==> config.mk <==
export PLATFORM = sky130hd
export DESIGN_NAME = hcu_top
export DESIGN_NICKNAME = d
export VERILOG_FILES = /design/src/verilog/hcu_pkg.sv /design/src/verilog/hcu_top.sv
export SDC_FILE = /design/constraint.sdc
export NUM_CORES = 1
export LEC_CHECK = 0
export BUFFER_PORTS_ARGS = -buffer_cell sky130_fd_sc_hd__buf_2
export CAP_MARGIN = 20
export CORE_MARGIN = 2
export CORE_UTILIZATION = 50
export DETAILED_ROUTE_END_ITERATION = 8
export PLACE_DENSITY_LB_ADDON = 0.25
export REMOVE_ABC_BUFFERS = 1
export SYNTH_ARGS = -nofsm -noshare
export SYNTH_HDL_FRONTEND = slang
export SYNTH_SLANG_ARGS = --single-unit
export TNS_END_PERCENT = 5
==> constraint.sdc <==
create_clock -name clk_in -period 5.3 [get_ports clk_in]
set_input_delay 0 -clock clk_in [delete_from_list [all_inputs] [get_ports clk_in]]
set_output_delay 0 -clock clk_in [all_outputs]
set_load 0.05 [all_outputs]
==> src/verilog/hcu_pkg.sv <==
package hcu_pkg;
   // bus geometry, register index is the word index, byte address is index times four
   localparam int         WB_ADR_W  = 4;
   localparam int         WB_DAT_W  = 32;
   localparam logic [1:0] FIFO_IDX  = 2'h0;
   localparam logic [1:0] STAT_IDX  = 2'h1;
   localparam logic [1:0] CMD_IDX   = 2'h2;
   localparam logic [1:0] CTRL_IDX  = 2'h3;
   localparam int         IDX_LSB   = 2;
   // transmit pool
   localparam int         FIFO_DEPTH = 32;
   localparam int         LVL_W      = 6;
   // command and control registers
   localparam int         CMD_W       = 8;
   localparam logic [7:0] CMD_RESET   = 8'h00;
   localparam logic [7:0] CMD_REP_TRN = 8'h24;
   localparam logic [1:0] CTRL_RESET  = 2'h0;
   // line coding
   localparam logic [7:0]  FLAG_PAT    = 8'h7E;
   localparam logic [3:0]  BYTE_LAST   = 4'h7;
   localparam logic [3:0]  CRC_LAST    = 4'hF;
   localparam logic [3:0]  ABORT_ONES  = 4'h7;
   localparam logic [2:0]  STUFF_AFTER = 3'h5;
   localparam logic [15:0] CRC_POLY    = 16'h8408;
   localparam logic [15:0] CRC_INIT    = 16'hFFFF;
   // command latency bound in half periods of the transmit bit rate
   localparam int          CMD_LAT_HALF = 5;
   localparam int          CLK_PERIOD_NS = 100;

   typedef struct packed {
      logic receive_block_done_cmd;
      logic receiver_reset_cmd;
      logic repeat_transmit_cmd;
      logic transmitter_reset_cmd;
      logic send_framed_cmd;
      logic send_transparent_cmd;
      logic message_end_cmd;
      logic signaling_tx_reset_cmd;
   } hcu_cmd_s;

   typedef struct packed {
      logic tx_clk_external;
      logic interframe_fill_select;
   } hcu_ctrl_s;

   typedef struct packed {
      logic [LVL_W-1:0] level;
      logic             repeat_active;
      logic             frame_active;
      logic             command_executing_flag;
   } hcu_stat_s;

   typedef enum logic [2:0] {
      ST_FILL  = 3'b000,
      ST_OPEN  = 3'b001,
      ST_DATA  = 3'b010,
      ST_CRC   = 3'b011,
      ST_CLOSE = 3'b100,
      ST_ABORT = 3'b101
   } hcu_tx_e;
endpackage

==> src/verilog/hcu_top.sv <==
// Our own choice: the Wishbone interface to the registers.
`timescale 1ns/100ps
module hcu_top #(
   parameter int DEPTH = hcu_pkg::FIFO_DEPTH
) (
   // clock and reset
   input  wire logic                          clk_in,
   input  wire logic                          nrst_in,
   // wishbone slave
   input  wire logic                          wb_cyc_in,
   input  wire logic                          wb_stb_in,
   input  wire logic                          wb_we_in,
   input  wire logic [hcu_pkg::WB_ADR_W-1:0]  wb_adr_in,
   input  wire logic [3:0]                    wb_sel_in,
   input  wire logic [hcu_pkg::WB_DAT_W-1:0]  wb_dat_in,
   output logic      [hcu_pkg::WB_DAT_W-1:0]  wb_dat_out,
   output logic                               wb_ack_out,
   // transmit timing
   input  wire logic                          tx_bit_tick_in,
   input  wire logic                          tx_system_clock_in,
   // receive side handshake
   input  wire logic                          rx_fifo_empty_in,
   input  wire logic                          rx_block_start_in,
   // line and event outputs
   output logic                               tx_data_out,
   output logic                               tx_pool_ready_irq_out,
   output logic                               rx_block_done_out,
   output logic                               receiver_reset_out,
   output logic                               transmitter_reset_out,
   output logic                               rx_discard_next_out
);
   import hcu_pkg::*;

   localparam int PW = $clog2(DEPTH);

   function automatic logic [15:0] crc_step(input logic [15:0] c, input logic b);
      crc_step = (c >> 1) ^ (((c[0] ^ b) == 1'b1) ? CRC_POLY : 16'h0000);
   endfunction

   logic [7:0]      mem [DEPTH];
   logic [PW-1:0]   wp_q, rp_q, rpos_q, rnext, rd_idx;
   logic [PW:0]     cnt_q, rlen_q, rcnt_q;
   logic            ack_q, acc, cmd_wr, fifo_wr, push, pop, flush, exec, tick;
   logic            sclk_q, busy_q, line_q, irq_q, rxd_q, receiver_reset_cmd_q, transmitter_reset_cmd_q, disc_q;
   logic            framed_q, endm_q, rep_q, stuff, fetch, start_t, start_h;
   logic [1:0]      nwr;
   logic [2:0]      ones_q;
   logic [3:0]      bit_q;
   logic [7:0]      sh_q, rd_byte;
   logic [15:0]     crc_q, crc_nx;
   logic [WB_DAT_W-1:0] rdat_q;
   hcu_cmd_s        pend_q;
   hcu_ctrl_s       ctrl_q;
   hcu_stat_s       stat;
   hcu_tx_e         st_q;

   // bus decode, one wait state on every access
   assign acc     = wb_cyc_in & wb_stb_in & ~ack_q;
   assign cmd_wr  = acc & wb_we_in & wb_sel_in[0] & (wb_adr_in[WB_ADR_W-1:IDX_LSB] == CMD_IDX);
   assign fifo_wr = acc & wb_we_in & (wb_adr_in[WB_ADR_W-1:IDX_LSB] == FIFO_IDX);

   assign stat.level                  = LVL_W'(cnt_q);
   assign stat.repeat_active          = rep_q;
   assign stat.frame_active           = (st_q != ST_FILL);
   assign stat.command_executing_flag = busy_q;

   always_ff @(posedge clk_in or negedge nrst_in) begin
      if (!nrst_in) begin
         ack_q  <= 1'b0;
         rdat_q <= '0;
      end else begin
         ack_q  <= acc;
         rdat_q <= '0;
         if (acc && !wb_we_in) begin
            case (wb_adr_in[WB_ADR_W-1:IDX_LSB])
               STAT_IDX: rdat_q <= WB_DAT_W'(stat);
               CTRL_IDX: rdat_q <= WB_DAT_W'(ctrl_q);
               default:  rdat_q <= '0;
            endcase
         end
      end
   end

   always_ff @(posedge clk_in or negedge nrst_in) begin
      if (!nrst_in) begin
         ctrl_q <= hcu_ctrl_s'(CTRL_RESET);
      end else if (acc && wb_we_in && wb_sel_in[0] &&
                   wb_adr_in[WB_ADR_W-1:IDX_LSB] == CTRL_IDX) begin
         ctrl_q <= hcu_ctrl_s'(wb_dat_in[1:0]);
      end
   end

   // bit timing comes from the framer tick or from rising edges of the external clock
   assign tick = ctrl_q.tx_clk_external ? (tx_system_clock_in & ~sclk_q) : tx_bit_tick_in;

   always_ff @(posedge clk_in or negedge nrst_in) begin
      if (!nrst_in) begin
         sclk_q <= 1'b0;
      end else begin
         sclk_q <= tx_system_clock_in;
      end
   end

   // command holding: a write while busy is dropped, so a host must poll busy first;
   // with a dead external clock no tick comes and the register stays blocked
   assign exec = tick & busy_q;
   always_ff @(posedge clk_in or negedge nrst_in) begin
      if (!nrst_in) begin
         busy_q <= 1'b0;
         pend_q <= hcu_cmd_s'(CMD_RESET);
      end else if (cmd_wr && !busy_q) begin
         busy_q <= 1'b1;
         pend_q <= hcu_cmd_s'(wb_dat_in[CMD_W-1:0]);
      end else if (tick) begin
         busy_q <= 1'b0;
         pend_q <= hcu_cmd_s'(CMD_RESET);
      end
   end

   // receive and reset strobes toward the rest of the framer
   always_ff @(posedge clk_in or negedge nrst_in) begin
      if (!nrst_in) begin
         rxd_q  <= 1'b0;
         receiver_reset_cmd_q <= 1'b0;
         transmitter_reset_cmd_q <= 1'b0;
         disc_q <= 1'b0;
      end else begin
         rxd_q  <= exec & pend_q.receive_block_done_cmd;
         receiver_reset_cmd_q <= exec & pend_q.receiver_reset_cmd;
         transmitter_reset_cmd_q <= exec & pend_q.transmitter_reset_cmd;
         if (exec && pend_q.receive_block_done_cmd && rx_fifo_empty_in) begin
            disc_q <= 1'b1;
         end else if (rx_block_start_in) begin
            disc_q <= 1'b0;
         end
      end
   end

   // transmit pool
   assign nwr   = {1'b0, wb_sel_in[0]} + {1'b0, wb_sel_in[1]};
   assign push  = fifo_wr && (nwr != 2'h0) &&
                  ({1'b0, cnt_q} + (PW+2)'(nwr) <= (PW+2)'(DEPTH));
   assign flush = exec & (pend_q.signaling_tx_reset_cmd | (rep_q & ~pend_q.repeat_transmit_cmd));
   assign rnext = (rcnt_q == rlen_q - (PW+1)'(1)) ? rp_q : rpos_q + PW'(1);
   assign rd_idx  = rep_q ? rnext : rp_q;
   assign rd_byte = mem[rd_idx];

   always_ff @(posedge clk_in) begin
      if (push) begin
         if (wb_sel_in[0]) begin
            mem[wp_q] <= wb_dat_in[7:0];
         end
         if (wb_sel_in[1]) begin
            mem[wp_q + PW'(wb_sel_in[0])] <= wb_dat_in[15:8];
         end
      end
   end

   always_ff @(posedge clk_in or negedge nrst_in) begin
      if (!nrst_in) begin
         wp_q  <= '0;
         rp_q  <= '0;
         cnt_q <= '0;
      end else if (flush) begin
         wp_q  <= '0;
         rp_q  <= '0;
         cnt_q <= '0;
      end else begin
         wp_q  <= wp_q + (push ? PW'(nwr) : PW'(0));
         rp_q  <= rp_q + PW'(pop);
         cnt_q <= cnt_q + (push ? (PW+1)'(nwr) : (PW+1)'(0)) - (PW+1)'(pop);
      end
   end

   // serialiser
   assign stuff   = framed_q & (ones_q == STUFF_AFTER) & (st_q == ST_DATA || st_q == ST_CRC);
   assign start_h = exec & (st_q == ST_FILL) & pend_q.send_framed_cmd & ~flush;
   assign start_t = exec & (st_q == ST_FILL) & pend_q.send_transparent_cmd &
                    ~pend_q.send_framed_cmd & ~flush & (cnt_q != '0);
   assign fetch   = tick & ~stuff & (bit_q == BYTE_LAST) & (st_q == ST_DATA || st_q == ST_OPEN);
   // repeated bytes are read in place and never leave the pool
   assign pop     = ((fetch & ~rep_q) | (start_t & ~pend_q.repeat_transmit_cmd)) &
                    ~flush & (cnt_q != '0);
   assign crc_nx  = crc_step(crc_q, sh_q[0]);

   always_ff @(posedge clk_in or negedge nrst_in) begin
      if (!nrst_in) begin
         st_q     <= ST_FILL;
         line_q   <= 1'b1;
         irq_q    <= 1'b0;
         bit_q    <= '0;
         ones_q   <= '0;
         sh_q     <= '0;
         crc_q    <= CRC_INIT;
         framed_q <= 1'b0;
         endm_q   <= 1'b0;
         rep_q    <= 1'b0;
         rpos_q   <= '0;
         rlen_q   <= '0;
         rcnt_q   <= '0;
      end else begin
         irq_q <= 1'b0;
         if (tick) begin
            if (exec && pend_q.message_end_cmd) begin
               endm_q <= 1'b1;
            end
            case (st_q)
               ST_FILL: begin
                  line_q <= ctrl_q.interframe_fill_select ? FLAG_PAT[bit_q[2:0]] : 1'b1;
                  bit_q  <= {1'b0, bit_q[2:0] + 3'h1};
                  if (start_h) begin
                     st_q     <= ST_OPEN;
                     bit_q    <= '0;
                     framed_q <= 1'b1;
                     crc_q    <= CRC_INIT;
                     endm_q   <= pend_q.message_end_cmd;
                  end else if (start_t) begin
                     st_q     <= ST_DATA;
                     bit_q    <= '0;
                     framed_q <= 1'b0;
                     sh_q     <= rd_byte;
                     endm_q   <= pend_q.message_end_cmd;
                     rep_q    <= pend_q.repeat_transmit_cmd;
                     rpos_q   <= rp_q;
                     rlen_q   <= cnt_q;
                     rcnt_q   <= '0;
                  end
               end
               ST_OPEN: begin
                  line_q <= FLAG_PAT[bit_q[2:0]];
                  bit_q  <= bit_q + 4'h1;
                  if (bit_q == BYTE_LAST) begin
                     bit_q  <= '0;
                     ones_q <= '0;
                     sh_q   <= rd_byte;
                     st_q   <= (cnt_q != '0) ? ST_DATA : ST_ABORT;
                  end
               end
               ST_DATA: begin
                  if (stuff) begin
                     line_q <= 1'b0;
                     ones_q <= '0;
                  end else begin
                     line_q <= sh_q[0];
                     sh_q   <= sh_q >> 1;
                     ones_q <= sh_q[0] ? ones_q + 3'h1 : 3'h0;
                     bit_q  <= bit_q + 4'h1;
                     if (framed_q) begin
                        crc_q <= crc_nx;
                     end
                     if (bit_q == BYTE_LAST) begin
                        bit_q <= '0;
                        if (rep_q) begin
                           sh_q   <= rd_byte;
                           rpos_q <= rnext;
                           rcnt_q <= (rnext == rp_q) ? '0 : rcnt_q + (PW+1)'(1);
                        end else if (cnt_q != '0) begin
                           sh_q <= rd_byte;
                        end else if (framed_q && endm_q) begin
                           st_q <= ST_CRC;
                        end else if (!framed_q) begin
                           st_q   <= ST_FILL;
                           endm_q <= 1'b0;
                           irq_q  <= 1'b1;
                        end else begin
                           // pool ran dry mid frame: abort and ask for more data
                           st_q  <= ST_ABORT;
                           irq_q <= 1'b1;
                        end
                     end
                  end
               end
               ST_CRC: begin
                  if (stuff) begin
                     line_q <= 1'b0;
                     ones_q <= '0;
                  end else begin
                     line_q <= ~crc_q[0];
                     crc_q  <= crc_q >> 1;
                     ones_q <= ~crc_q[0] ? ones_q + 3'h1 : 3'h0;
                     bit_q  <= bit_q + 4'h1;
                     if (bit_q == CRC_LAST) begin
                        st_q  <= ST_CLOSE;
                        bit_q <= '0;
                     end
                  end
               end
               ST_CLOSE: begin
                  line_q <= FLAG_PAT[bit_q[2:0]];
                  bit_q  <= bit_q + 4'h1;
                  if (bit_q == BYTE_LAST) begin
                     st_q     <= ST_FILL;
                     bit_q    <= '0;
                     endm_q   <= 1'b0;
                     framed_q <= 1'b0;
                     irq_q    <= 1'b1;
                  end
               end
               ST_ABORT: begin
                  line_q <= 1'b1;
                  bit_q  <= bit_q + 4'h1;
                  if (bit_q == ABORT_ONES - 4'h1) begin
                     st_q     <= ST_FILL;
                     bit_q    <= '0;
                     framed_q <= 1'b0;
                     endm_q   <= 1'b0;
                  end
               end
               default: begin
                  st_q <= ST_FILL;
               end
            endcase
            if (exec && pend_q.signaling_tx_reset_cmd) begin
               st_q   <= ST_ABORT;
               bit_q  <= '0;
               rep_q  <= 1'b0;
               endm_q <= 1'b0;
               irq_q  <= 1'b1;
            end else if (flush) begin
               st_q   <= ST_FILL;
               bit_q  <= '0;
               rep_q  <= 1'b0;
               endm_q <= 1'b0;
            end
         end
      end
   end

   assign wb_dat_out            = rdat_q;
   assign wb_ack_out            = ack_q;
   assign tx_data_out           = line_q;
   assign tx_pool_ready_irq_out = irq_q;
   assign rx_block_done_out     = rxd_q;
   assign receiver_reset_out    = receiver_reset_cmd_q;
   assign transmitter_reset_out = transmitter_reset_cmd_q;
   assign rx_discard_next_out   = disc_q;

   // checks
   localparam int LAT_TICKS = CMD_LAT_HALF / 2;
   logic [1:0] lat_q;
   always_ff @(posedge clk_in or negedge nrst_in) begin
      if (!nrst_in) begin
         lat_q <= '0;
      end else begin
         lat_q <= !busy_q ? 2'h0 : (tick ? lat_q + 2'h1 : lat_q);
      end
   end
endmodule

Word level (Yosys, flattened, before mapping)
Memory sizes are Yosys's and may differ from the RTL's.
Cells that the tools add are included.

word-level totals
  RAM bits = 256
  register bits after elaboration = 121
  memory bits (read-only) = 8
  memories = 2
  input bits = 49
  output and inout bits = 39

memories
  memory           words  bits a word  read ports  clocked after Yosys merged registers in  write ports  line            RTL
  mem              32     8            1           0                                        2            hcu_top.sv:40   logic [7:0] mem [DEPTH];
  (no name shown)  8      1            1           0                                        0            hcu_top.sv:289  line_q <= FLAG_PAT[bit_q[2:0]];

cells by class
  mux-type cells = 119
  equal/unequal tests = 37
  bitwise gates (word level) = 42
  add/sub/neg operators = 13
  $lt $le $gt $ge = 2
  reductions and logical operators = 43

operator list
  cell                number
  $mux 16             5
  $mux 8              9
  $mux 3              22
  $pmux 16 s3         1
  $mux 1              45
  $mux 5              9
  $mux 6              7
  $mux 32             1
  $and 1x1->1         29
  $mux 4              7
  $ne 4x3->1 const B  6
  $pmux 8 s3          1
  $ne 2x2->1 const B  11
  $reduce_bool 3->1   7
  $pmux 4 s5          1
  $pmux 3 s6          1
  $pmux 9 s2          1
  $xor 15x16->16      1
  $logic_and 1x1->1   12
  $pmux 6 s2          1
  $reduce_and 4->1    3
  $reduce_and 6->1    2
  $reduce_and 11->1   1
  $add 5x1->5         2
  other kinds (49)    71

Depth between registers and ports, before layout
  depth after elaboration = 15
  gate-level depth with buffers = 21
  mapped depth without buffers = 21

Worst setup path before layout
Ideal clock, no wire load.

  kind = register to register
  start point = reg cnt_q[0]
  end point = mem mem[28][0], enable pin
  stages on the path, launching flop included = 13
  library setup time = 0.376 ns
  data arrival time = 3.247 ns
  slack = 1.677 ns
  required time = 4.924 ns
  period minus slack after synthesis = 3.623 ns
  cell sequence = dfrtp_1 > ha_1 > fa_1 > nor3_1 > a31oi_1 > nor3_1 > a22o_1 > nand2_1 > a21oi_2 > or4b_1 > clkbuf_1 > buf_2 > o22ai_1

RTL lines
  item                    line            RTL
  from (decl)             hcu_top.sv:42   logic [PW:0] cnt_q, rlen_q, rcnt_q;
  from (signal assigned)  hcu_top.sv:171  cnt_q <= cnt_q + (push ? (PW+1)'(nwr) : (PW+1)'(0)) - (PW+1)'(pop);
  to (decl)               hcu_top.sv:40

==> impl_summary.txt <==
----------------------------------------------------
[Timing]
  Clock Skew ... 28.4 ps
  Final hold violation count ... 0
  Tcrit/Tclk final ... 80.3%
  Fmax achieved ... 235 MHz
  Worst-Margin Slew ... 1020 ps
  Fin worst setup slack ... 1040 ps
  Rel. slew slack ... 31.8%
  Time the final worst path needs with I/O delays and setup ... 4260 ps
  Hold WS ... 76.3 ps
  Number of pins exceeding their max-slew limit in the final report ... 0
  Setup violators final ... 0
  Unrepaired setup endpoints after global routing ... false

[Yosys]
  Post-Syn Area ... 23900 µm²
  Number of synthesized flops with an enable pin ... 256
  Proportion of synthesized chip area in sequential cells ... 42.5%
  Average size of a mapped cell ... 10.5 µm²
  Predominant post-synthesis flop cell ... edfxtp_1
  Gate count of the mapped netlist ... 2269
  Fraction of registers with async set/reset ... 27.7%
  Count of cell types in the netlist ... 82
  Synthesis-stage register bit count ... 354
  Yosys warns ... 0

[Clock network]
  Number of setup buffers added after CTS ... 0
  Max H-tree Level ... 2
  Buffer levels on the longest clock path ... 3
  Worst-skew pair later-pin latency ... 590 ps
  Clock tree from TritonCTS ... built
  Clock root buffer ... clkbuf_16
  Clock-pin slew on the worst setup and hold paths ... 60 ps
  Number of buffers created by CTS ... 42
  Sinks on Clock Net ... 354

[Final layout]
  Area overhead of the layout relative to synthesis ... 9.39%
  Total Nets Final ... 2339
  Share of cells above drive strength 1 ... 27.2%
  Final design area excluding fillers ... 26200 µm²
  Core utilization of the finished layout ... 55.1%
  Antenna Cells ... 0
  Number of standard cells in the layout, taps in and fillers out ... 2901

[GRT]
  Combined global-route utilization of all metal layers ... 28.4%
  Global-route wire length before repair ... 109000 µm
  Number of global-route vias before repair ... 18700
  Initial antenna violation count ... 0
  GRT Residual Overflow ... 0
  Largest net degree at the start of global routing ... 103

[Placed design]
  Routability Congestion ... 0.909
  Setup Slack @ Placement ... 984 ps
  Post-DP HPWL ... 45000 µm
  Number of input and output port buffers inserted ... 44
  Placed Cells ... 2810
  Standard cell area after detailed placement ... 24600 µm²

[Power]
  Share of power burned in registers ... 34.5%
  Switching share of power ... 37.6%
  Logic pwr share ... 37.1%
  IR Drop Worst-Case VDD ... 0.000267 V
  Total power per unit cell area ... 388 nW/µm²
  Internal Power ... 6.34 mW
  Clock share of power ... 28.4%
  Switching power total ... 3.81 mW
  Static Leak ... 9.09 nW

[Floorplan]
  Starting Density ... 50.4%
  Die Area ... 49600 µm²
  Height of the die ... 223 µm
  Area of the core ... 47400 µm²
  Io pins ... 88
  Number of cell rows ... 80
  X dimension of the die ... 223 µm

[Route]
  WL final ... 72000 µm
  Count of nets left with antenna violations after detail routing ... 0
  Violation count after the first detailed-routing iteration ... 2001
  DR WL/cell ... 24.8 µm
  Post-route DRC violation count ... 0
  Ratio of routed vias to standard cells ... 6.63
  Router iterations before antenna repair ... 9
  Total via count in the routed design ... 19200

[Critical path]
  Sort of element at the start of the critical path ... register
  Arrival time reported for the critical path endpoint ... 4490 ps
  Series of cell instances along the critical path ... ha_1, fa_1, nor3_1, a31oi_1, nor3_1, a22o_1, nand2_1, a21oi_2, or4b_1, nor2_2, a21o_1
  Max FO, Critical Path ... 9
  Most frequent cell on the critical path ... nor3_1
  CP required ... 5530 ps
  Setup Crit Path Kind ... reg -> reg
  Largest stage delay on the critical path ... 810 ps
  Slowest stage cell on the critical path ... or4b_1
  CP endpoint kind ... register

[Hold path]
  Path type of the worst min-delay path ... in -> reg

[Job]
  Number of max-cap violations ... 0

[Status]
  Status ... finished, final reports clean

----------------------------------------------------
==> through the flow <==
step | power [mW] | setup TNS [ps]
after detailed placement | 7.21 | 0
after CTS | 10.1 | 0
final | 10.1 | 0
after floorplan | 6.22 | -17040
after global routing | 10.6 | 0
after global placement | 7.10 | 0
==> metal layers <==
| layer | GRT usage [%] | share of wire, % | routed length (µm) | vias to the layer above |
|---|---|---|---|---|
| met5 | 0 | 0 | 0 | - |
| met4 | 12.5 | 4.1 | 2950 | 0 |
| met3 | 4.84 | 8.4 | 6060 | 200 |
| met2 | 46.2 | 47 | 34000 | 919 |
| met1 | 37.5 | 40 | 29000 | 9588 |
| li1 | - | - | - | 8526 |
==> worst paths after layout <==
path,startpoint,to,slack (ps),cells past startpoint
max in group asynchronous,nrst_in,rpos_q[0],3270,4
worst max-delay path,cnt_q[0],mem[16][5],1040,11
worst min register to register,wb_ack_out,wb_ack_out,450,1
min in group asynchronous,nrst_in,sh_q[0],450,3
worst max register to register,cnt_q[0],mem[16][5],1040,11
worst min-delay path,wb_dat_in[3],pend_q[3],80,3
==> cells by family (layout without fill, tap and decap cells) <==
family	count (synthesis)	in the layout	synth area share [%]
multiplexers	553	553	25.2
buffers and inverters	256	251	4.84
AO/OA/AOI/OAI	533	533	14.6
other	1	23	0.0157
adder cells (fa/ha/maj)	34	34	1.87
AND/OR/NAND/NOR	508	508	9.87
XOR/XNOR	30	30	1.10
flip-flops	354	354	42.5
==> registers in the layout, summed over array words and instances (netlist names), 4 cells and up <==
| signal | cells |
|---|---|
| rlen_q | 6 |
| wp_q | 5 |
| rcnt_q | 6 |
| wb_dat_out | 9 |
| rpos_q | 5 |
| sh_q | 8 |
| crc_q | 16 |
| cnt_q | 6 |
| bit_q | 4 |
| mem | 256 |
| rp_q | 5 |
| pend_q | 8 |
==> layout make-up <==
| class | instances | area, µm² |
|---|---|---|
| fill | 4124 | 21300 |
| multi-input combinational | 1681 | 12700 |
| sequential | 354 | 10200 |
| clock buffer | 55 | 1150 |
| timing repair buffer | 144 | 1050 |
| tap | 615 | 769 |
| clock inverter | 19 | 190 |
| inverter | 33 | 124 |
==> placed cells by master, fill, tap and decap left out, types with 12 or more instances in the layout <==
cell type	synthesis	layout
dfstp_2	17	17
a211oi_1	15	15
o2111ai_1	13	13
a222oi_1	29	29
nand2_1	140	139
buf_2	31	43
mux2_2	382	382
a22oi_1	64	64
nor3_1	26	26
nand3_1	105	105
dlygate4sd3_1	0	16
nor2_1	148	146
o22ai_1	43	43
edfxtp_1	256	256
xnor2_1	19	19
ha_1	31	31
nor2b_1	18	18
o21ai_0	178	178
a221oi_1	12	12
a21oi_1	70	69
dfrtp_1	81	78
conb_1	1	23
inv_1	33	32
mux2i_1	167	167
clkbuf_16	0	43
a31oi_1	12	12
buf_4	25	82
==> critical path: cells and delay by family (launching register included) <==
kind,cells,cell delay [ps]
AO/OA/AOI/OAI,4,890
AND/OR/NAND/NOR,5,1850
adder cells (fa/ha/maj),2,700
flip-flops,1,450
==> power by group through the flow <==
stage                     sequential, mW  combinational [mW]  clock [mW]
final                               3.50                3.76        2.89
after global routing                3.53                4.05        3.01
after CTS                           3.49                3.68        2.92
after detailed placement            3.55                3.66           0
after global placement              3.54                3.56           0
after floorplan                     3.70                2.51           0
==> cell usage after synthesis (29+ instances only) <==
master    number  area share (%)
nand3_1      105             2.2
inv_1         33            0.52
a22oi_1       64             2.0
mux2i_1      167             7.0
mux2_2       382              18
o22ai_1       43             1.1
buf_2         31            0.65
ha_1          31             1.6
clkbuf_1     140             2.2
a222oi_1      29             1.2
o21ai_0      178             3.7
a21oi_1       70             1.5
edfxtp_1     256              32
nor2_1       148             2.3
nand2_1      140             2.2
dfrtp_1       81             8.5
==> timing repair <==
item | in CTS | in global routing
endpoints found under the hold margin | 67 | 0
hold buffers | 16 | 0
resized for setup | 0 | 0
(Power assumes the default switching activity.)
